**src/vib_cfg.svh**
```systemverilog
// Named constants for the interface adapter: register numbers, field positions, modes.
// Assumes inclusion by bare name from the package and the design modules.
`ifndef VIB_CFG_SVH
`define VIB_CFG_SVH

// ****************************************
// Widths
// ****************************************
`define VIB_DW 8
`define VIB_TW 16
`define VIB_FLAGS 7
`define VIB_SH_CW 4

// ****************************************
// Register numbers
// ****************************************
`define VIB_REG_PB 4'h0
`define VIB_REG_PA 4'h1
`define VIB_REG_DIRB 4'h2
`define VIB_REG_DIRA 4'h3
`define VIB_REG_T1CL 4'h4
`define VIB_REG_T1CH 4'h5
`define VIB_REG_T1LL 4'h6
`define VIB_REG_T1LH 4'h7
`define VIB_REG_T2CL 4'h8
`define VIB_REG_T2CH 4'h9
`define VIB_REG_SR 4'hA
`define VIB_REG_ACR 4'hB
`define VIB_REG_PCR 4'hC
`define VIB_REG_IFR 4'hD
`define VIB_REG_IER 4'hE
`define VIB_REG_PA_NH 4'hF

// ****************************************
// Interrupt flag bit positions
// ****************************************
`define VIB_IF_CA2 0
`define VIB_IF_CA1 1
`define VIB_IF_SR 2
`define VIB_IF_CB2 3
`define VIB_IF_CB1 4
`define VIB_IF_T2 5
`define VIB_IF_T1 6
`define VIB_IF_ANY 7
`define VIB_IER_SET 7

// ****************************************
// Auxiliary control fields
// ****************************************
`define VIB_ACR_PA_LATCH 0
`define VIB_ACR_PB_LATCH 1
`define VIB_ACR_SR_LO 2
`define VIB_ACR_SR_HI 4
`define VIB_ACR_T2_COUNT 5
`define VIB_ACR_T1_FREE 6
`define VIB_ACR_T1_PB7 7
`define VIB_SR_IN_EXT 3'h3
`define VIB_SR_OUT_EXT 3'h7

// ****************************************
// Control line configuration fields and the port B counting bit
// ****************************************
`define VIB_PCR_CA1_POS 0
`define VIB_PCR_CA2_LO 1
`define VIB_PCR_CA2_HI 3
`define VIB_PCR_CB1_POS 4
`define VIB_PCR_CB2_LO 5
`define VIB_PCR_CB2_HI 7
`define VIB_CL_HANDSHAKE 3'h4
`define VIB_CL_PULSE 3'h5
`define VIB_CL_LOW 3'h6
`define VIB_CL_HIGH 3'h7
`define VIB_CL_OUT 2
`define VIB_PB_CNT 6

// ****************************************
// Reset values and steps
// ****************************************
`define VIB_ZERO8 8'h00
`define VIB_ZERO16 16'h0000
`define VIB_ONE16 16'h0001
`define VIB_SH_ZERO 4'h0
`define VIB_SH_ONE 4'h1
`define VIB_SH_LAST 4'h7

`endif

```
**src/vib_pkg.sv**
```systemverilog
// Types shared by the interface adapter modules.
// Assumes vib_cfg.svh is on the include path.
`include "vib_cfg.svh"

package vib_pkg;

  typedef struct packed {
    logic sel_high;
    logic sel_low_n;
    logic rw;
    logic [3:0] register_select;
    logic [`VIB_DW-1:0] wdata;
  } vib_bus_t;

  typedef enum logic {
    VIB_SH_IDLE,
    VIB_SH_RUN
  } vib_shift_st_t;

  typedef struct packed {
    logic [`VIB_DW-1:0] dir;
    logic [`VIB_DW-1:0] outv;
    logic [`VIB_DW-1:0] latched;
    logic held;
    logic [`VIB_DW-1:0] pin_o;
    logic [`VIB_DW-1:0] pin_oe;
  } vib_port_st_t;

  typedef struct packed {
    logic phi2_p;
    logic ca1_p;
    logic ca2_p;
    logic cb1_p;
    logic cb2_p;
    logic pb6_p;
    logic [`VIB_DW-1:0] data;
    logic data_oe;
    logic irq_oe;
    logic [`VIB_TW-1:0] t1_cnt;
    logic [`VIB_TW-1:0] t1_lat;
    logic t1_armed;
    logic t1_pb7;
    logic [`VIB_TW-1:0] t2_cnt;
    logic [`VIB_DW-1:0] t2_lat_lo;
    logic t2_armed;
    logic [`VIB_DW-1:0] sr;
    logic [`VIB_SH_CW-1:0] sh_cnt;
    vib_shift_st_t sh_st;
    logic [`VIB_DW-1:0] auxiliary_control;
    logic [`VIB_DW-1:0] control_line_config;
    logic [`VIB_FLAGS-1:0] interrupt_flags;
    logic [`VIB_FLAGS-1:0] interrupt_enables;
    logic ca2;
    logic cb2;
    logic ca2_oe;
    logic cb2_oe;
  } vib_state_t;

endpackage : vib_pkg

```
**src/vib_top.sv**
```systemverilog
// Interface adapter: processor bus, sixteen-register decode, two ports, control lines.
// Assumes every pin is synchronous to clk_i and phi2_i is far slower than clk_i.
//
// Notes on behaviour
// Reset pin clears all registers except timer counters, latches and shift register.
// While reset pin is low, every port line is an input.
// During reset timers, shift register and interrupt logic stay inactive.
// Selected read drives the chosen register; selected write stores bus data.
// Data bus is released whenever the chip is not selected.
// Processor raises high select, lowers low select before the access.
// Four select inputs choose one of sixteen registers.
// Register map as listed; register 15 is port A without handshake.
// Interrupt line pulls low while any flag and its enable are both set.
// Interrupt output is open drain for wired sharing.
// Direction bit zero makes an input, one makes an output, per line.
// Output lines follow their stored output bit.
// Stored bits of input lines never reach the pins.
// Port A input may be latched by the first A control line.
// Each of four control lines sets its own flag with own enable.
// Timer one may drive port B bit 7; timer two counts bit 6 pulses.
// Port B control lines act as serial clock and data.
// External serial clock holds each level at least two cycles.
// Counted bit 6 pulses are spaced at least two cycles.
// Pulse mode drops A second control line for one phase cycle after A read.
// Port B reads output bits for output lines; port A reads pins.
// Read data driven while phase two is high; writes taken at its fall.
`timescale 1ns/10ps
`include "vib_cfg.svh"

module vib_top
  import vib_pkg::*;
(
  // Clock and reset
  input wire logic clk_i,
  input wire logic sys_rst_i,
  input wire logic reset_in_n_i,
  // Processor bus
  input wire logic phi2_i,
  input wire vib_bus_t bus_i,
  output logic [`VIB_DW-1:0] data_o,
  output logic data_oe_o,
  output logic irq_o,
  output logic irq_oe_o,
  // Port A
  input wire logic [`VIB_DW-1:0] port_a_lines_i,
  output logic [`VIB_DW-1:0] port_a_lines_o,
  output logic [`VIB_DW-1:0] port_a_lines_oe_o,
  input wire logic port_a_control_one_i,
  input wire logic port_a_control_two_i,
  output logic port_a_control_two_o,
  output logic port_a_control_two_oe_o,
  // Port B
  input wire logic [`VIB_DW-1:0] port_b_lines_i,
  output logic [`VIB_DW-1:0] port_b_lines_o,
  output logic [`VIB_DW-1:0] port_b_lines_oe_o,
  input wire logic port_b_control_one_i,
  input wire logic port_b_control_two_i,
  output logic port_b_control_two_o,
  output logic port_b_control_two_oe_o
);

  vib_state_t s_q;
  vib_state_t s_d;

  logic pin_rst;
  logic sel;
  logic tick;
  logic rd;
  logic wr;
  logic [3:0] rs;
  logic [`VIB_DW-1:0] wd;
  logic ca1_edge;
  logic ca2_edge;
  logic cb1_edge;
  logic cb2_edge;
  logic cb1_rise;
  logic cb1_fall;
  logic pb6_fall;
  logic irq_any;
  logic [2:0] ca2_mode;
  logic [2:0] cb2_mode;
  logic [2:0] sr_mode;
  logic [`VIB_DW-1:0] pa_rdata;
  logic [`VIB_DW-1:0] pb_rdata;
  logic [`VIB_DW-1:0] pa_dir;
  logic [`VIB_DW-1:0] pb_dir;
  logic [`VIB_DW-1:0] rmux;
  logic [`VIB_FLAGS-1:0] f_set;
  logic [`VIB_FLAGS-1:0] f_clr;

  // ****************************************
  // Bus decode
  // ****************************************
  assign pin_rst = ~reset_in_n_i;
  assign sel = bus_i.sel_high & ~bus_i.sel_low_n;
  // Side effects act once per access, at the falling edge of phase two.
  assign tick = s_q.phi2_p & ~phi2_i;
  assign rd = sel & tick & bus_i.rw & ~pin_rst;
  assign wr = sel & tick & ~bus_i.rw & ~pin_rst;
  assign rs = bus_i.register_select;
  assign wd = bus_i.wdata;

  assign ca2_mode = s_q.control_line_config[`VIB_PCR_CA2_HI:`VIB_PCR_CA2_LO];
  assign cb2_mode = s_q.control_line_config[`VIB_PCR_CB2_HI:`VIB_PCR_CB2_LO];
  assign sr_mode = s_q.auxiliary_control[`VIB_ACR_SR_HI:`VIB_ACR_SR_LO];

  // ****************************************
  // Control line edges
  // ****************************************
  assign ca1_edge = s_q.control_line_config[`VIB_PCR_CA1_POS] ? (~s_q.ca1_p & port_a_control_one_i)
                                               : (s_q.ca1_p & ~port_a_control_one_i);
  assign ca2_edge = s_q.control_line_config[`VIB_PCR_CA2_LO] ? (~s_q.ca2_p & port_a_control_two_i)
                                              : (s_q.ca2_p & ~port_a_control_two_i);
  assign cb1_edge = s_q.control_line_config[`VIB_PCR_CB1_POS] ? (~s_q.cb1_p & port_b_control_one_i)
                                               : (s_q.cb1_p & ~port_b_control_one_i);
  assign cb2_edge = s_q.control_line_config[`VIB_PCR_CB2_LO] ? (~s_q.cb2_p & port_b_control_two_i)
                                              : (s_q.cb2_p & ~port_b_control_two_i);
  // Single-sample edge detection relies on the far side holding each level.
  assign cb1_rise = ~s_q.cb1_p & port_b_control_one_i;
  assign cb1_fall = s_q.cb1_p & ~port_b_control_one_i;
  assign pb6_fall = s_q.pb6_p & ~port_b_lines_i[`VIB_PB_CNT];

  assign irq_any = |(s_q.interrupt_flags & s_q.interrupt_enables);

  // ****************************************
  // Ports
  // ****************************************
  vib_port #(
    .W(`VIB_DW),
    .OUT_READBACK(1'b0)
  ) u_port_a (
    .clk_i(clk_i),
    .sys_rst_i(sys_rst_i),
    .clr_i(pin_rst),
    .wr_data_i(wr && (rs == `VIB_REG_PA || rs == `VIB_REG_PA_NH)),
    .wr_dir_i(wr && rs == `VIB_REG_DIRA),
    .wdata_i(wd),
    .read_ack_i(rd && (rs == `VIB_REG_PA || rs == `VIB_REG_PA_NH)),
    .rdata_o(pa_rdata),
    .dir_o(pa_dir),
    .latch_en_i(s_q.auxiliary_control[`VIB_ACR_PA_LATCH]),
    .latch_stb_i(ca1_edge),
    .ovr_en_i(1'b0),
    .ovr_val_i(1'b0),
    .pins_i(port_a_lines_i),
    .pins_o(port_a_lines_o),
    .pins_oe_o(port_a_lines_oe_o)
  );

  vib_port #(
    .W(`VIB_DW),
    .OUT_READBACK(1'b1)
  ) u_port_b (
    .clk_i(clk_i),
    .sys_rst_i(sys_rst_i),
    .clr_i(pin_rst),
    .wr_data_i(wr && rs == `VIB_REG_PB),
    .wr_dir_i(wr && rs == `VIB_REG_DIRB),
    .wdata_i(wd),
    .read_ack_i(rd && rs == `VIB_REG_PB),
    .rdata_o(pb_rdata),
    .dir_o(pb_dir),
    .latch_en_i(s_q.auxiliary_control[`VIB_ACR_PB_LATCH]),
    .latch_stb_i(cb1_edge),
    .ovr_en_i(s_q.auxiliary_control[`VIB_ACR_T1_PB7]),
    .ovr_val_i(s_q.t1_pb7),
    .pins_i(port_b_lines_i),
    .pins_o(port_b_lines_o),
    .pins_oe_o(port_b_lines_oe_o)
  );

  // ****************************************
  // Read multiplexer
  // ****************************************
  always_comb begin
    unique case (rs)
      `VIB_REG_PB: rmux = pb_rdata;
      `VIB_REG_PA: rmux = pa_rdata;
      `VIB_REG_DIRB: rmux = pb_dir;
      `VIB_REG_DIRA: rmux = pa_dir;
      `VIB_REG_T1CL: rmux = s_q.t1_cnt[`VIB_DW-1:0];
      `VIB_REG_T1CH: rmux = s_q.t1_cnt[`VIB_TW-1:`VIB_DW];
      `VIB_REG_T1LL: rmux = s_q.t1_lat[`VIB_DW-1:0];
      `VIB_REG_T1LH: rmux = s_q.t1_lat[`VIB_TW-1:`VIB_DW];
      `VIB_REG_T2CL: rmux = s_q.t2_cnt[`VIB_DW-1:0];
      `VIB_REG_T2CH: rmux = s_q.t2_cnt[`VIB_TW-1:`VIB_DW];
      `VIB_REG_SR: rmux = s_q.sr;
      `VIB_REG_ACR: rmux = s_q.auxiliary_control;
      `VIB_REG_PCR: rmux = s_q.control_line_config;
      `VIB_REG_IFR: rmux = {irq_any, s_q.interrupt_flags};
      `VIB_REG_IER: rmux = {1'b1, s_q.interrupt_enables};
      `VIB_REG_PA_NH: rmux = pa_rdata;
    endcase
  end

  // ****************************************
  // Next state
  // ****************************************
  always_comb begin
    s_d = s_q;
    f_set = '0;
    f_clr = '0;
    s_d.phi2_p = phi2_i;
    s_d.ca1_p = port_a_control_one_i;
    s_d.ca2_p = port_a_control_two_i;
    s_d.cb1_p = port_b_control_one_i;
    s_d.cb2_p = port_b_control_two_i;
    s_d.pb6_p = port_b_lines_i[`VIB_PB_CNT];

    // Bus read data; released when unselected or phase two is low.
    s_d.data = rmux;
    s_d.data_oe = sel & bus_i.rw & phi2_i & ~pin_rst;

    // Control line flags.
    f_set[`VIB_IF_CA1] = ca1_edge;
    f_set[`VIB_IF_CB1] = cb1_edge;
    f_set[`VIB_IF_CA2] = ca2_edge & ~ca2_mode[`VIB_CL_OUT];
    f_set[`VIB_IF_CB2] = cb2_edge & ~cb2_mode[`VIB_CL_OUT];
    if (rd && rs == `VIB_REG_PA) begin
      f_clr[`VIB_IF_CA1] = 1'b1;
      f_clr[`VIB_IF_CA2] = 1'b1;
    end
    if ((rd || wr) && rs == `VIB_REG_PB) begin
      f_clr[`VIB_IF_CB1] = 1'b1;
      f_clr[`VIB_IF_CB2] = 1'b1;
    end

    // Second control lines.
    s_d.ca2_oe = ca2_mode[`VIB_CL_OUT];
    s_d.cb2_oe = cb2_mode[`VIB_CL_OUT];
    unique case (ca2_mode)
      `VIB_CL_HANDSHAKE: begin
        if (ca1_edge) begin
          s_d.ca2 = 1'b1;
        end else if (rd && rs == `VIB_REG_PA) begin
          s_d.ca2 = 1'b0;
        end
      end
      `VIB_CL_PULSE: begin
        // Low for one phase-two cycle after the read, restored at the next fall.
        if (rd && rs == `VIB_REG_PA) begin
          s_d.ca2 = 1'b0;
        end else if (tick) begin
          s_d.ca2 = 1'b1;
        end
      end
      `VIB_CL_LOW: s_d.ca2 = 1'b0;
      `VIB_CL_HIGH: s_d.ca2 = 1'b1;
      default: s_d.ca2 = 1'b1;
    endcase
    unique case (cb2_mode)
      `VIB_CL_HANDSHAKE: begin
        if (cb1_edge) begin
          s_d.cb2 = 1'b1;
        end else if (wr && rs == `VIB_REG_PB) begin
          s_d.cb2 = 1'b0;
        end
      end
      `VIB_CL_PULSE: begin
        if (wr && rs == `VIB_REG_PB) begin
          s_d.cb2 = 1'b0;
        end else if (tick) begin
          s_d.cb2 = 1'b1;
        end
      end
      `VIB_CL_LOW: s_d.cb2 = 1'b0;
      `VIB_CL_HIGH: s_d.cb2 = 1'b1;
      default: s_d.cb2 = 1'b1;
    endcase

    // Timer one counts phase-two cycles.
    if (tick && !pin_rst) begin
      if (s_q.t1_cnt == `VIB_ZERO16) begin
        if (s_q.t1_armed || s_q.auxiliary_control[`VIB_ACR_T1_FREE]) begin
          f_set[`VIB_IF_T1] = 1'b1;
        end
        if (s_q.auxiliary_control[`VIB_ACR_T1_FREE]) begin
          s_d.t1_cnt = s_q.t1_lat;
          s_d.t1_pb7 = ~s_q.t1_pb7;
        end else begin
          s_d.t1_cnt = s_q.t1_cnt - `VIB_ONE16;
          s_d.t1_pb7 = 1'b1;
          s_d.t1_armed = 1'b0;
        end
      end else begin
        s_d.t1_cnt = s_q.t1_cnt - `VIB_ONE16;
      end
    end

    // Timer two counts phase-two cycles or falling edges on port B bit 6.
    if (!pin_rst && (s_q.auxiliary_control[`VIB_ACR_T2_COUNT] ? pb6_fall : tick)) begin
      if (s_q.t2_cnt == `VIB_ZERO16 && s_q.t2_armed) begin
        f_set[`VIB_IF_T2] = 1'b1;
        s_d.t2_armed = 1'b0;
      end
      s_d.t2_cnt = s_q.t2_cnt - `VIB_ONE16;
    end

    // Shift register on the external serial clock and data lines.
    if (s_q.sh_st == VIB_SH_RUN && !pin_rst) begin
      if ((sr_mode == `VIB_SR_IN_EXT && cb1_rise) || (sr_mode == `VIB_SR_OUT_EXT && cb1_fall)) begin
        s_d.sr = {s_q.sr[`VIB_DW-2:0],
                  (sr_mode == `VIB_SR_IN_EXT) ? port_b_control_two_i : s_q.sr[`VIB_DW-1]};
        s_d.sh_cnt = s_q.sh_cnt + `VIB_SH_ONE;
        if (s_q.sh_cnt == `VIB_SH_LAST) begin
          f_set[`VIB_IF_SR] = 1'b1;
          s_d.sh_st = VIB_SH_IDLE;
        end
      end
    end
    if (sr_mode == `VIB_SR_OUT_EXT) begin
      s_d.cb2_oe = 1'b1;
      s_d.cb2 = s_d.sr[`VIB_DW-1];
    end

    // Register writes and read side effects.
    if (rd && rs == `VIB_REG_T1CL) begin
      f_clr[`VIB_IF_T1] = 1'b1;
    end
    if (rd && rs == `VIB_REG_T2CL) begin
      f_clr[`VIB_IF_T2] = 1'b1;
    end
    if ((rd || wr) && rs == `VIB_REG_SR) begin
      f_clr[`VIB_IF_SR] = 1'b1;
      s_d.sh_st = VIB_SH_RUN;
      s_d.sh_cnt = `VIB_SH_ZERO;
    end
    if (wr) begin
      unique case (rs)
        `VIB_REG_T1CL, `VIB_REG_T1LL: s_d.t1_lat[`VIB_DW-1:0] = wd;
        `VIB_REG_T1CH: begin
          s_d.t1_lat[`VIB_TW-1:`VIB_DW] = wd;
          s_d.t1_cnt = {wd, s_q.t1_lat[`VIB_DW-1:0]};
          s_d.t1_armed = 1'b1;
          s_d.t1_pb7 = 1'b0;
          f_clr[`VIB_IF_T1] = 1'b1;
        end
        `VIB_REG_T1LH: begin
          s_d.t1_lat[`VIB_TW-1:`VIB_DW] = wd;
          f_clr[`VIB_IF_T1] = 1'b1;
        end
        `VIB_REG_T2CL: s_d.t2_lat_lo = wd;
        `VIB_REG_T2CH: begin
          s_d.t2_cnt = {wd, s_q.t2_lat_lo};
          s_d.t2_armed = 1'b1;
          f_clr[`VIB_IF_T2] = 1'b1;
        end
        `VIB_REG_SR: s_d.sr = wd;
        `VIB_REG_ACR: s_d.auxiliary_control = wd;
        `VIB_REG_PCR: s_d.control_line_config = wd;
        `VIB_REG_IFR: f_clr = f_clr | wd[`VIB_FLAGS-1:0];
        `VIB_REG_IER: begin
          if (wd[`VIB_IER_SET]) begin
            s_d.interrupt_enables = s_q.interrupt_enables | wd[`VIB_FLAGS-1:0];
          end else begin
            s_d.interrupt_enables = s_q.interrupt_enables & ~wd[`VIB_FLAGS-1:0];
          end
        end
        default: s_d.auxiliary_control = s_d.auxiliary_control;
      endcase
    end

    // A new event outranks a clear in the same cycle.
    s_d.interrupt_flags = (s_q.interrupt_flags & ~f_clr) | f_set;
    s_d.irq_oe = |(s_d.interrupt_flags & s_d.interrupt_enables);

    // The reset pin leaves timer counts, latches and the shift register alone.
    if (pin_rst) begin
      s_d.auxiliary_control = `VIB_ZERO8;
      s_d.control_line_config = `VIB_ZERO8;
      s_d.interrupt_flags = '0;
      s_d.interrupt_enables = '0;
      s_d.irq_oe = 1'b0;
      s_d.t1_armed = 1'b0;
      s_d.t1_pb7 = 1'b0;
      s_d.t2_armed = 1'b0;
      s_d.sh_st = VIB_SH_IDLE;
      s_d.sh_cnt = `VIB_SH_ZERO;
      s_d.ca2 = 1'b0;
      s_d.cb2 = 1'b0;
      s_d.ca2_oe = 1'b0;
      s_d.cb2_oe = 1'b0;
      s_d.data_oe = 1'b0;
    end
  end

  always_ff @(posedge clk_i) begin
    if (sys_rst_i) begin
      s_q <= '0;
    end else begin
      s_q <= s_d;
    end
  end

  // ****************************************
  // Outputs
  // ****************************************
  assign data_o = s_q.data;
  assign data_oe_o = s_q.data_oe;
  // The interrupt pin only ever pulls low; its drive level is a constant zero.
  assign irq_o = 1'b0;
  assign irq_oe_o = s_q.irq_oe;
  assign port_a_control_two_o = s_q.ca2;
  assign port_a_control_two_oe_o = s_q.ca2_oe;
  assign port_b_control_two_o = s_q.cb2;
  assign port_b_control_two_oe_o = s_q.cb2_oe;

endmodule : vib_top

```
**src/vib_port.sv**
```systemverilog
// One peripheral port: direction, output value, input latch and readback.
// Assumes pins are synchronous to clk_i and strobes are one-cycle pulses.
`timescale 1ns/10ps
`include "vib_cfg.svh"

module vib_port
  import vib_pkg::*;
#(
  parameter int W = `VIB_DW,
  parameter bit OUT_READBACK = 1'b0
) (
  // Clock and reset
  input wire logic clk_i,
  input wire logic sys_rst_i,
  input wire logic clr_i,
  // Register access
  input wire logic wr_data_i,
  input wire logic wr_dir_i,
  input wire logic [W-1:0] wdata_i,
  input wire logic read_ack_i,
  output logic [W-1:0] rdata_o,
  output logic [W-1:0] dir_o,
  // Latch and top-line override
  input wire logic latch_en_i,
  input wire logic latch_stb_i,
  input wire logic ovr_en_i,
  input wire logic ovr_val_i,
  // Pins
  input wire logic [W-1:0] pins_i,
  output logic [W-1:0] pins_o,
  output logic [W-1:0] pins_oe_o
);

  // ****************************************
  // Elaboration check
  // ****************************************
  if (W != `VIB_DW) begin : g_bad_width
    $error("vib_port width must equal the register width");
  end

  vib_port_st_t s_q;
  vib_port_st_t s_d;
  logic [W-1:0] src;

  // ****************************************
  // Next state
  // ****************************************
  always_comb begin
    s_d = s_q;
    if (wr_data_i) begin
      s_d.outv = wdata_i;
    end
    if (wr_dir_i) begin
      s_d.dir = wdata_i;
    end
    if (read_ack_i) begin
      s_d.held = 1'b0;
    end
    // A latching edge in the same cycle as the read keeps the new sample.
    if (latch_stb_i && latch_en_i) begin
      s_d.latched = pins_i;
      s_d.held = 1'b1;
    end
    s_d.pin_oe = s_d.dir;
    s_d.pin_o = s_d.outv;
    if (ovr_en_i) begin
      s_d.pin_oe[W-1] = 1'b1;
      s_d.pin_o[W-1] = ovr_val_i;
    end
    if (clr_i) begin
      s_d.dir = '0;
      s_d.outv = '0;
      s_d.held = 1'b0;
      s_d.pin_oe = '0;
      s_d.pin_o = '0;
    end
  end

  always_ff @(posedge clk_i) begin
    if (sys_rst_i) begin
      s_q <= '0;
    end else begin
      s_q <= s_d;
    end
  end

  // ****************************************
  // Readback
  // ****************************************
  assign src = s_q.held ? s_q.latched : pins_i;
  assign rdata_o = OUT_READBACK ? ((s_q.dir & s_q.outv) | (~s_q.dir & src)) : src;
  assign dir_o = s_q.dir;
  // Lines set as inputs are released unless the top-line override drives them, so stored bits never reach them.
  assign pins_o = s_q.pin_o;
  assign pins_oe_o = s_q.pin_oe;

endmodule : vib_port

```
**config.mk**
```make
export PLATFORM = sky130hd
export DESIGN_NAME = vib_top
export DESIGN_NICKNAME = d
export VERILOG_FILES = /design/src/vib_pkg.sv /design/src/vib_top.sv /design/src/vib_port.sv
export VERILOG_INCLUDE_DIRS = /design/src /design/src/src
export SDC_FILE = /design/constraint.sdc
export NUM_CORES = 1
export LEC_CHECK = 0
export ABC_CLOCK_PERIOD_IN_PS = 2200
export BUFFER_PORTS_ARGS = -buffer_cell sky130_fd_sc_hd__buf_4
export CORE_MARGIN = 5
export CORE_UTILIZATION = 49
export CTS_BUF_LIST = sky130_fd_sc_hd__clkbuf_2 sky130_fd_sc_hd__clkbuf_4 sky130_fd_sc_hd__clkbuf_8
export CTS_CLUSTER_DIAMETER = 120
export DETAILED_ROUTE_END_ITERATION = 8
export PLACE_DENSITY = 0.7
export SYNTH_ARGS = -nofsm -noshare
export SYNTH_HDL_FRONTEND = slang
export SYNTH_SLANG_ARGS = --single-unit
```
**constraint.sdc**
```tcl
create_clock -name clk_i -period 2.2 [get_ports clk_i]
set_clock_uncertainty 0.05 [all_clocks]
set_input_delay 0.33 -clock clk_i [delete_from_list [all_inputs] [get_ports clk_i]]
set_output_delay 0.33 -clock clk_i [all_outputs]
set_load 0.03 [all_outputs]
```
Yosys cells after proc, flatten, opt, wreduce, memory -nomap -nowiden

Index checks and enable logic that the tools add are counted.

Add/sub/neg operators: 3
Equal/unequal tests: 28
Mux-type cells: 71
Bitwise gates (word level): 50
Reductions and logical operators: 47

Operator list:

| kind                                                | number |
|---|---|
| case mux 8 bit (15 select lines)                    | 1 |
| 2-to-1 mux 16 bit                                   | 6 |
| 2-to-1 mux 67 bit                                   | 1 |
| 2-to-1 mux 8 bit                                    | 8 |
| 2-to-1 mux 1 bit                                    | 39 |
| equality test 4 bit, second input constant          | 8 |
| zero test 16 bit                                    | 2 |
| subtractor 16 x 1 -> 16 bit, second input constant  | 2 |
| AND 7 bit                                           | 4 |
| 2-to-1 mux 7 bit                                    | 4 |
| 2-to-1 mux 13 bit                                   | 2 |
| AND 1 bit                                           | 21 |
| equality test 3 bit, second input constant          | 7 |
| bitwise OR 7 bit                                    | 3 |
| equality test 4 x 3 -> 1 bit, second input constant | 5 |
| logical AND 1 bit                                   | 19 |
| AND 8 bit                                           | 2 |
| NOT 1 bit                                           | 16 |
| AND reduction 2 bit                                 | 8 |
| NOT 7 bit                                           | 2 |
| OR reduction 7 bit                                  | 2 |
| 2-to-1 mux 2 bit                                    | 5 |
| nonzero test 2 bit                                  | 5 |
| equality test 4 x 2 -> 1 bit, second input constant | 2 |
| 15 further kinds                                    | 25 |

Register bits after elaboration: 188
Input bits: 39
Output and inout bits: 47
Word-level logic and storage cells: 237

Depth between registers and ports, before layout

Word-level depth: 16
Mapped depth: 9
Depth with buffers taken out: 8

Cells and area by module

From an unflattened synthesis, not the netlist that was laid out.

Cell total of the unflattened synthesis: 1138
Area total of the unflattened synthesis: 9651.8 um^2

By module, submodules not included:

| module              | times used | cells an instance | area each (um^2) |
|---|---|---|---|
| vib_top             | 1          | 856               | 6976.7 |
| vib_port (u_port_b) | 1          | 149               | 1367.6 |
| vib_port (u_port_a) | 1          | 133               | 1307.5 |

Least setup slack after synthesis

OpenSTA, ideal clock, no wires.

Path kind: reg-to-reg
Start: register s_q[90] (netlist name)
End: register s_q[99] (netlist name)
Setup time: 0.091 ns
Arrival: 2.123 ns
Data required time: 2.059 ns
Path slack: -0.064 ns
Stages on the path, launching flop included: 9
Path buffers: 0
Clock period less this slack: 2.264 ns
Path through: dfxtp_1 inv_1 ha_1 or4b_4 nor4_4 nand2_1 mux2_2 nand2_1 a311oi_1

Longest elaborated chain between the ends: 6
Elaborated cells on any way between the ends: 7

RTL lines:

| what                                  | RTL line       | text |
|---|---|---|
| start, declared                       | vib_top.sv:62  | `vib_state_t s_q;` |
| start signal, assigned                | vib_top.sv:389 | `s_q <= '0;` |
| start signal, assigned                | vib_top.sv:391 | `s_q <= s_d;` |
| subtractor 16 x 1 -> 16 bit (no line) | --             |  |
| 2-to-1 mux 16 bit                     | vib_top.sv:277 | `` if (s_q.auxiliary_control[`VIB_ACR_T1_FREE]) begin `` |
| 2-to-1 mux 16 bit *                   | vib_top.sv:273 | `` if (s_q.t1_cnt == `VIB_ZERO16) begin `` |
| 2-to-1 mux 16 bit *                   | vib_top.sv:272 | `if (tick && !pin_rst) begin` |
| 2-to-1 mux 16 bit                     | vib_top.sv:329 | `unique case (rs)` |
| 2-to-1 mux 67 bit *                   | vib_top.sv:328 | `if (wr) begin` |

Mark *: on every way between the ends. The rest lies on a longest branch, timed or not.
A chain may end at the register's enable or synchronous reset.

Final worst setup path

Start: register s_q[94] (netlist name)
End: register s_q[98] (netlist name)

The elaborated chain is that of the path after synthesis.

==> flow_metrics.tcl <==
set metrics [dict create \
    slew_headroom 0.536 \
    finish.utilization 0.586 \
    detailedPlacementHpwl_microns 22800 \
    hp-start "port_a_control_two_i" \
    initial_util 0.496 \
    synth_top_area_frac 0.377 \
    dpl.cell_count 1411 \
    power_leakage_nw 4.40 \
    worstReg2RegStart "s_q[94]" \
    synth.ff_latch_count 174 \
    synth-seq-area-share 0.377 \
    maxSlewViolCount 0 \
    cp_slowest_cell "sky130_fd_sc_hd__or4_4" \
    grt_overflow 0 \
    placement.cell_area_sq_mm 0.0104 \
    synthDominantAreaCellType "sky130_fd_sc_hd__dfxtp_1" \
    skew_pair_late_insertion_delay_ps 490 \
    worst-endpoint-required_ps 2550 \
    grt_setup_unrepaired "true" \
    worstPathMaxFanout 4 \
    critical_path_buf_inv_count 2 \
    via_total_after_detailed_routing 8876 \
    grtUsageTotal 0.285 \
    coreArea_sq_mm 0.0186 \
    violations "setup timing" \
    cts_max_level 4 \
    top_level_ports 86 \
    initial_drc_count 1152 \
    synthDistinctLibCells 77 \
    hold_class "in2reg" \
    routabilityCongestion 1.00 \
    timing.reg2reg.setup_slack_ps -40 \
    synth.net_count 1150 \
    finish.cell_count_without_fillers 1447 \
    postSynthAreaPerCell_sq_um 8.35 \
    routed_wirelength_microns 31400 \
    largest_vdd_supply_drop_mv 0.509 \
    drt-pass1-iter-count 6 \
    die_w_microns 147 \
    yosys.cell_count.top_type "sky130_fd_sc_hd__dfxtp_1" \
    critical_path.endpoint_type "register" \
    worstSetupPathType "reg2reg" \
    timing.critical_path.cells "or4_4 -> nor4_4 -> buf_4 -> buf_4 -> nand3_1 -> o31ai_2 -> nand2_1 -> a311oi_2" \
    input_output_buffers 84 \
    cts-buffers-inserted 17 \
    die_h_microns 147 \
    layout.cell_area.non_filler_sq_mm 0.0109 \
    post_syn_instances 1107 \
    antenna_found_initial 1 \
    actual_slew_at_the_worst_max_slew_pin_ps 695 \
    timing.final.ws_setup_ps -39.4 \
    clk_pin_slew_worst_paths_ps 100 \
    synth_top_cells_by_area "sky130_fd_sc_hd__dfxtp_1 (38%), sky130_fd_sc_hd__mux2i_1 (12%), sky130_fd_sc_hd__nor2_1 (6.9%)" \
    row_count 50 \
    ctsLongestPathBuffers 2 \
    layout_worst_path_cycle_share 1.02 \
    critical_path.top_delay_family "simple AND/OR/NAND/NOR gates" \
    hold_viol_final 0 \
    ys_top_cells_by_count "sky130_fd_sc_hd__dfxtp_1 (174), sky130_fd_sc_hd__nor2_1 (170), sky130_fd_sc_hd__mux2i_1 (108)" \
    fillCellCount 1717 \
    startpoint_type "register" \
    critPathMostFrequentCell "sky130_fd_sc_hd__buf_4" \
    async_reset_ff_frac 0 \
    first_global_vias 8340 \
    ff2ff_path_depth 8 \
    tritoncts_num_sinks 174 \
    finish.net_count 1243 \
    hold_end "s_q[119]" \
    setup_violations 1 \
    synth_area_sq_mm 0.00925 \
    cell_pwr_density_mw_per_mm2 582 \
    postRouteAntennaNets 0 \
    grt_pass1_wl_microns 48100 \
    cp_data_arrival_time_ps 2590 \
    maxCapViolations 0 \
    route.detailed.drc 0 \
    wire_per_inst_microns 21.7 \
    syn2layout_area_growth_pct 18.2 \
    critical-path-max-stage-delay_ps 550 \
    worst_hold_slack_ps 26.1 \
    grt_max_degree 49 \
    synth-edff-count 0 \
    die_area_sq_mm 0.0217 \
    rr_endpoint "s_q[98]" \
    antennaDiodeCount 0 \
    yosysWarningCount 0 \
    fraction_of_final_layout_cells_sized_beyond_drive_strength_1 0.236 \
    synth-main-ff-cell "sky130_fd_sc_hd__dfxtp_1" \
    cts_tree "built" \
    worstHoldPathCells 2 \
    run_status "complete, but fails checks" \
    holdBufCountCts 0 \
    via_per_instance_ratio 6.13 \
    final_period_minus_worst_setup_slack_ps 2240 \
    ctsRootBufferMaster "sky130_fd_sc_hd__clkbuf_8" \
    max_freq_mhz 447 \
]
==> stage by stage <==
stage	power, mW	TNS [ps]	setup slack (ps)
after floorplan	3.76	-5.04	-4.06
after global placement	4.12	-192	-48.3
after detailed placement	4.12	-763	-99.2
after CTS	6.35	0	12.0
after global routing	6.58	-556	-117
final	6.36	-39.4	-39.4
==> routing by layer <==
| metal | part of all wire | GRT usage | wire length [microns] | up-vias |
|---|---|---|---|---|
| met5 | 0 | 0 | 0 | - |
| met4 | 0.046 | 0.138 | 1450 | 0 |
| met3 | 0.090 | 0.0625 | 2840 | 98 |
| met2 | 0.44 | 0.431 | 13800 | 449 |
| met1 | 0.42 | 0.388 | 13400 | 4250 |
| li1 | - | - | - | 4079 |
==> timing repair <==
item | in CTS | in global routing
gates resized for setup | 3 | 27
buffers inserted | 1 | 3
pin swaps | 1 | 11
endpoints found under the setup margin | 17 | 22
==> report_power, final <==
part	leakage (nW)	internal, mW	switching, mW	total (mW)
sequential	1.41	3.19	0.0363	3.22
clock	0.200	0.859	1.39	2.25
combinational	2.79	0.364	0.520	0.884
==> state kept, by name (all words and copies together), names as in the netlist <==
signal / cells
u_port_b.pins_o: 1
u_port_b.dir_o: 8
ca2_mode: 3
port_b_control_two_oe_o: 1
port_a_control_two_o: 1
u_port_b.pins_oe_o: 1
data_oe_o: 1
u_port_a.dir_o: 8
s_q: 102
data_o: 8
port_b_control_two_o: 1
port_a_control_two_oe_o: 1
cb2_mode: 3
u_port_a.s_q: 17
irq_oe_o: 1
u_port_b.s_q: 17
==> logic make-up after synthesis <==
logic type	synth area share
buffers and inverters	0.0751
AOI/OAI and AO/OA	0.162
xor gates and xnor gates	0.0199
adders and majority gates	0.00541
and+or+nand+nor	0.224
DFF	0.377
muxes	0.136
other	0.000406
==> worst register-to-register path, stage by stage, from the launching register on <==
cell,delay [ps]
sky130_fd_sc_hd__dfxtp_2,340
sky130_fd_sc_hd__or4_4,550
sky130_fd_sc_hd__nor4_4,320
sky130_fd_sc_hd__buf_4,200
sky130_fd_sc_hd__buf_4,140
sky130_fd_sc_hd__nand3_1,110
sky130_fd_sc_hd__o31ai_2,100
sky130_fd_sc_hd__nand2_1,90
sky130_fd_sc_hd__a311oi_2,270
==> cell type report <==
cell class | instances | area (sq um) | share of cell area
Sequential cell | 174 | 3490 | 0.319
Inverter | 15 | 56.3 | 0.00515
Clock inverter | 15 | 170 | 0.0156
Timing Repair Buffer | 196 | 1540 | 0.141
Clock buffer | 17 | 234 | 0.0214
Tap cell | 234 | 293 | 0.0268
Multi-Input combinational cell | 796 | 5150 | 0.471
==> worst max-delay path by stage <==
| stage | start | endpoint | cells after the start |
|---|---|---|---|
| finish | s_q[94] | s_q[98] | 8 |
| detailed placement | s_q[90] | s_q[91] | 9 |
| floorplan | s_q[90] | s_q[100] | 9 |
| global route | s_q[94] | s_q[98] | 8 |
| CTS | s_q[99] | s_q[90] | 8 |
| global placement | s_q[90] | s_q[95] | 9 |
==> placed cells by master (no fill, tap or decap), types with 5 or more instances in the layout <==
cell                       instances
sky130_fd_sc_hd__buf_4           188
sky130_fd_sc_hd__nand2_1          81
sky130_fd_sc_hd__mux2_2           11
sky130_fd_sc_hd__a21oi_1          62
sky130_fd_sc_hd__a221oi_1          9
sky130_fd_sc_hd__nand4_1          10
sky130_fd_sc_hd__nand3b_1          7
sky130_fd_sc_hd__a31oi_1           8
sky130_fd_sc_hd__nor4_1            6
sky130_fd_sc_hd__a21oi_2           5
sky130_fd_sc_hd__and3_1            7
sky130_fd_sc_hd__clkbuf_8         17
sky130_fd_sc_hd__o21ai_0          30
sky130_fd_sc_hd__xnor2_1           8
sky130_fd_sc_hd__nor2_1          170
sky130_fd_sc_hd__dfxtp_1         170
sky130_fd_sc_hd__inv_1            13
sky130_fd_sc_hd__or3_1             5
sky130_fd_sc_hd__nor2b_1          23
sky130_fd_sc_hd__o21ai_1           5
sky130_fd_sc_hd__nand2b_1         10
sky130_fd_sc_hd__xor2_1           13
sky130_fd_sc_hd__nor3_1           13
sky130_fd_sc_hd__o22ai_1           7
sky130_fd_sc_hd__a22oi_1           9
sky130_fd_sc_hd__nand3_1          43
sky130_fd_sc_hd__mux2i_1         108
sky130_fd_sc_hd__a211oi_1         35
Power figures use the tool's default switching activity.
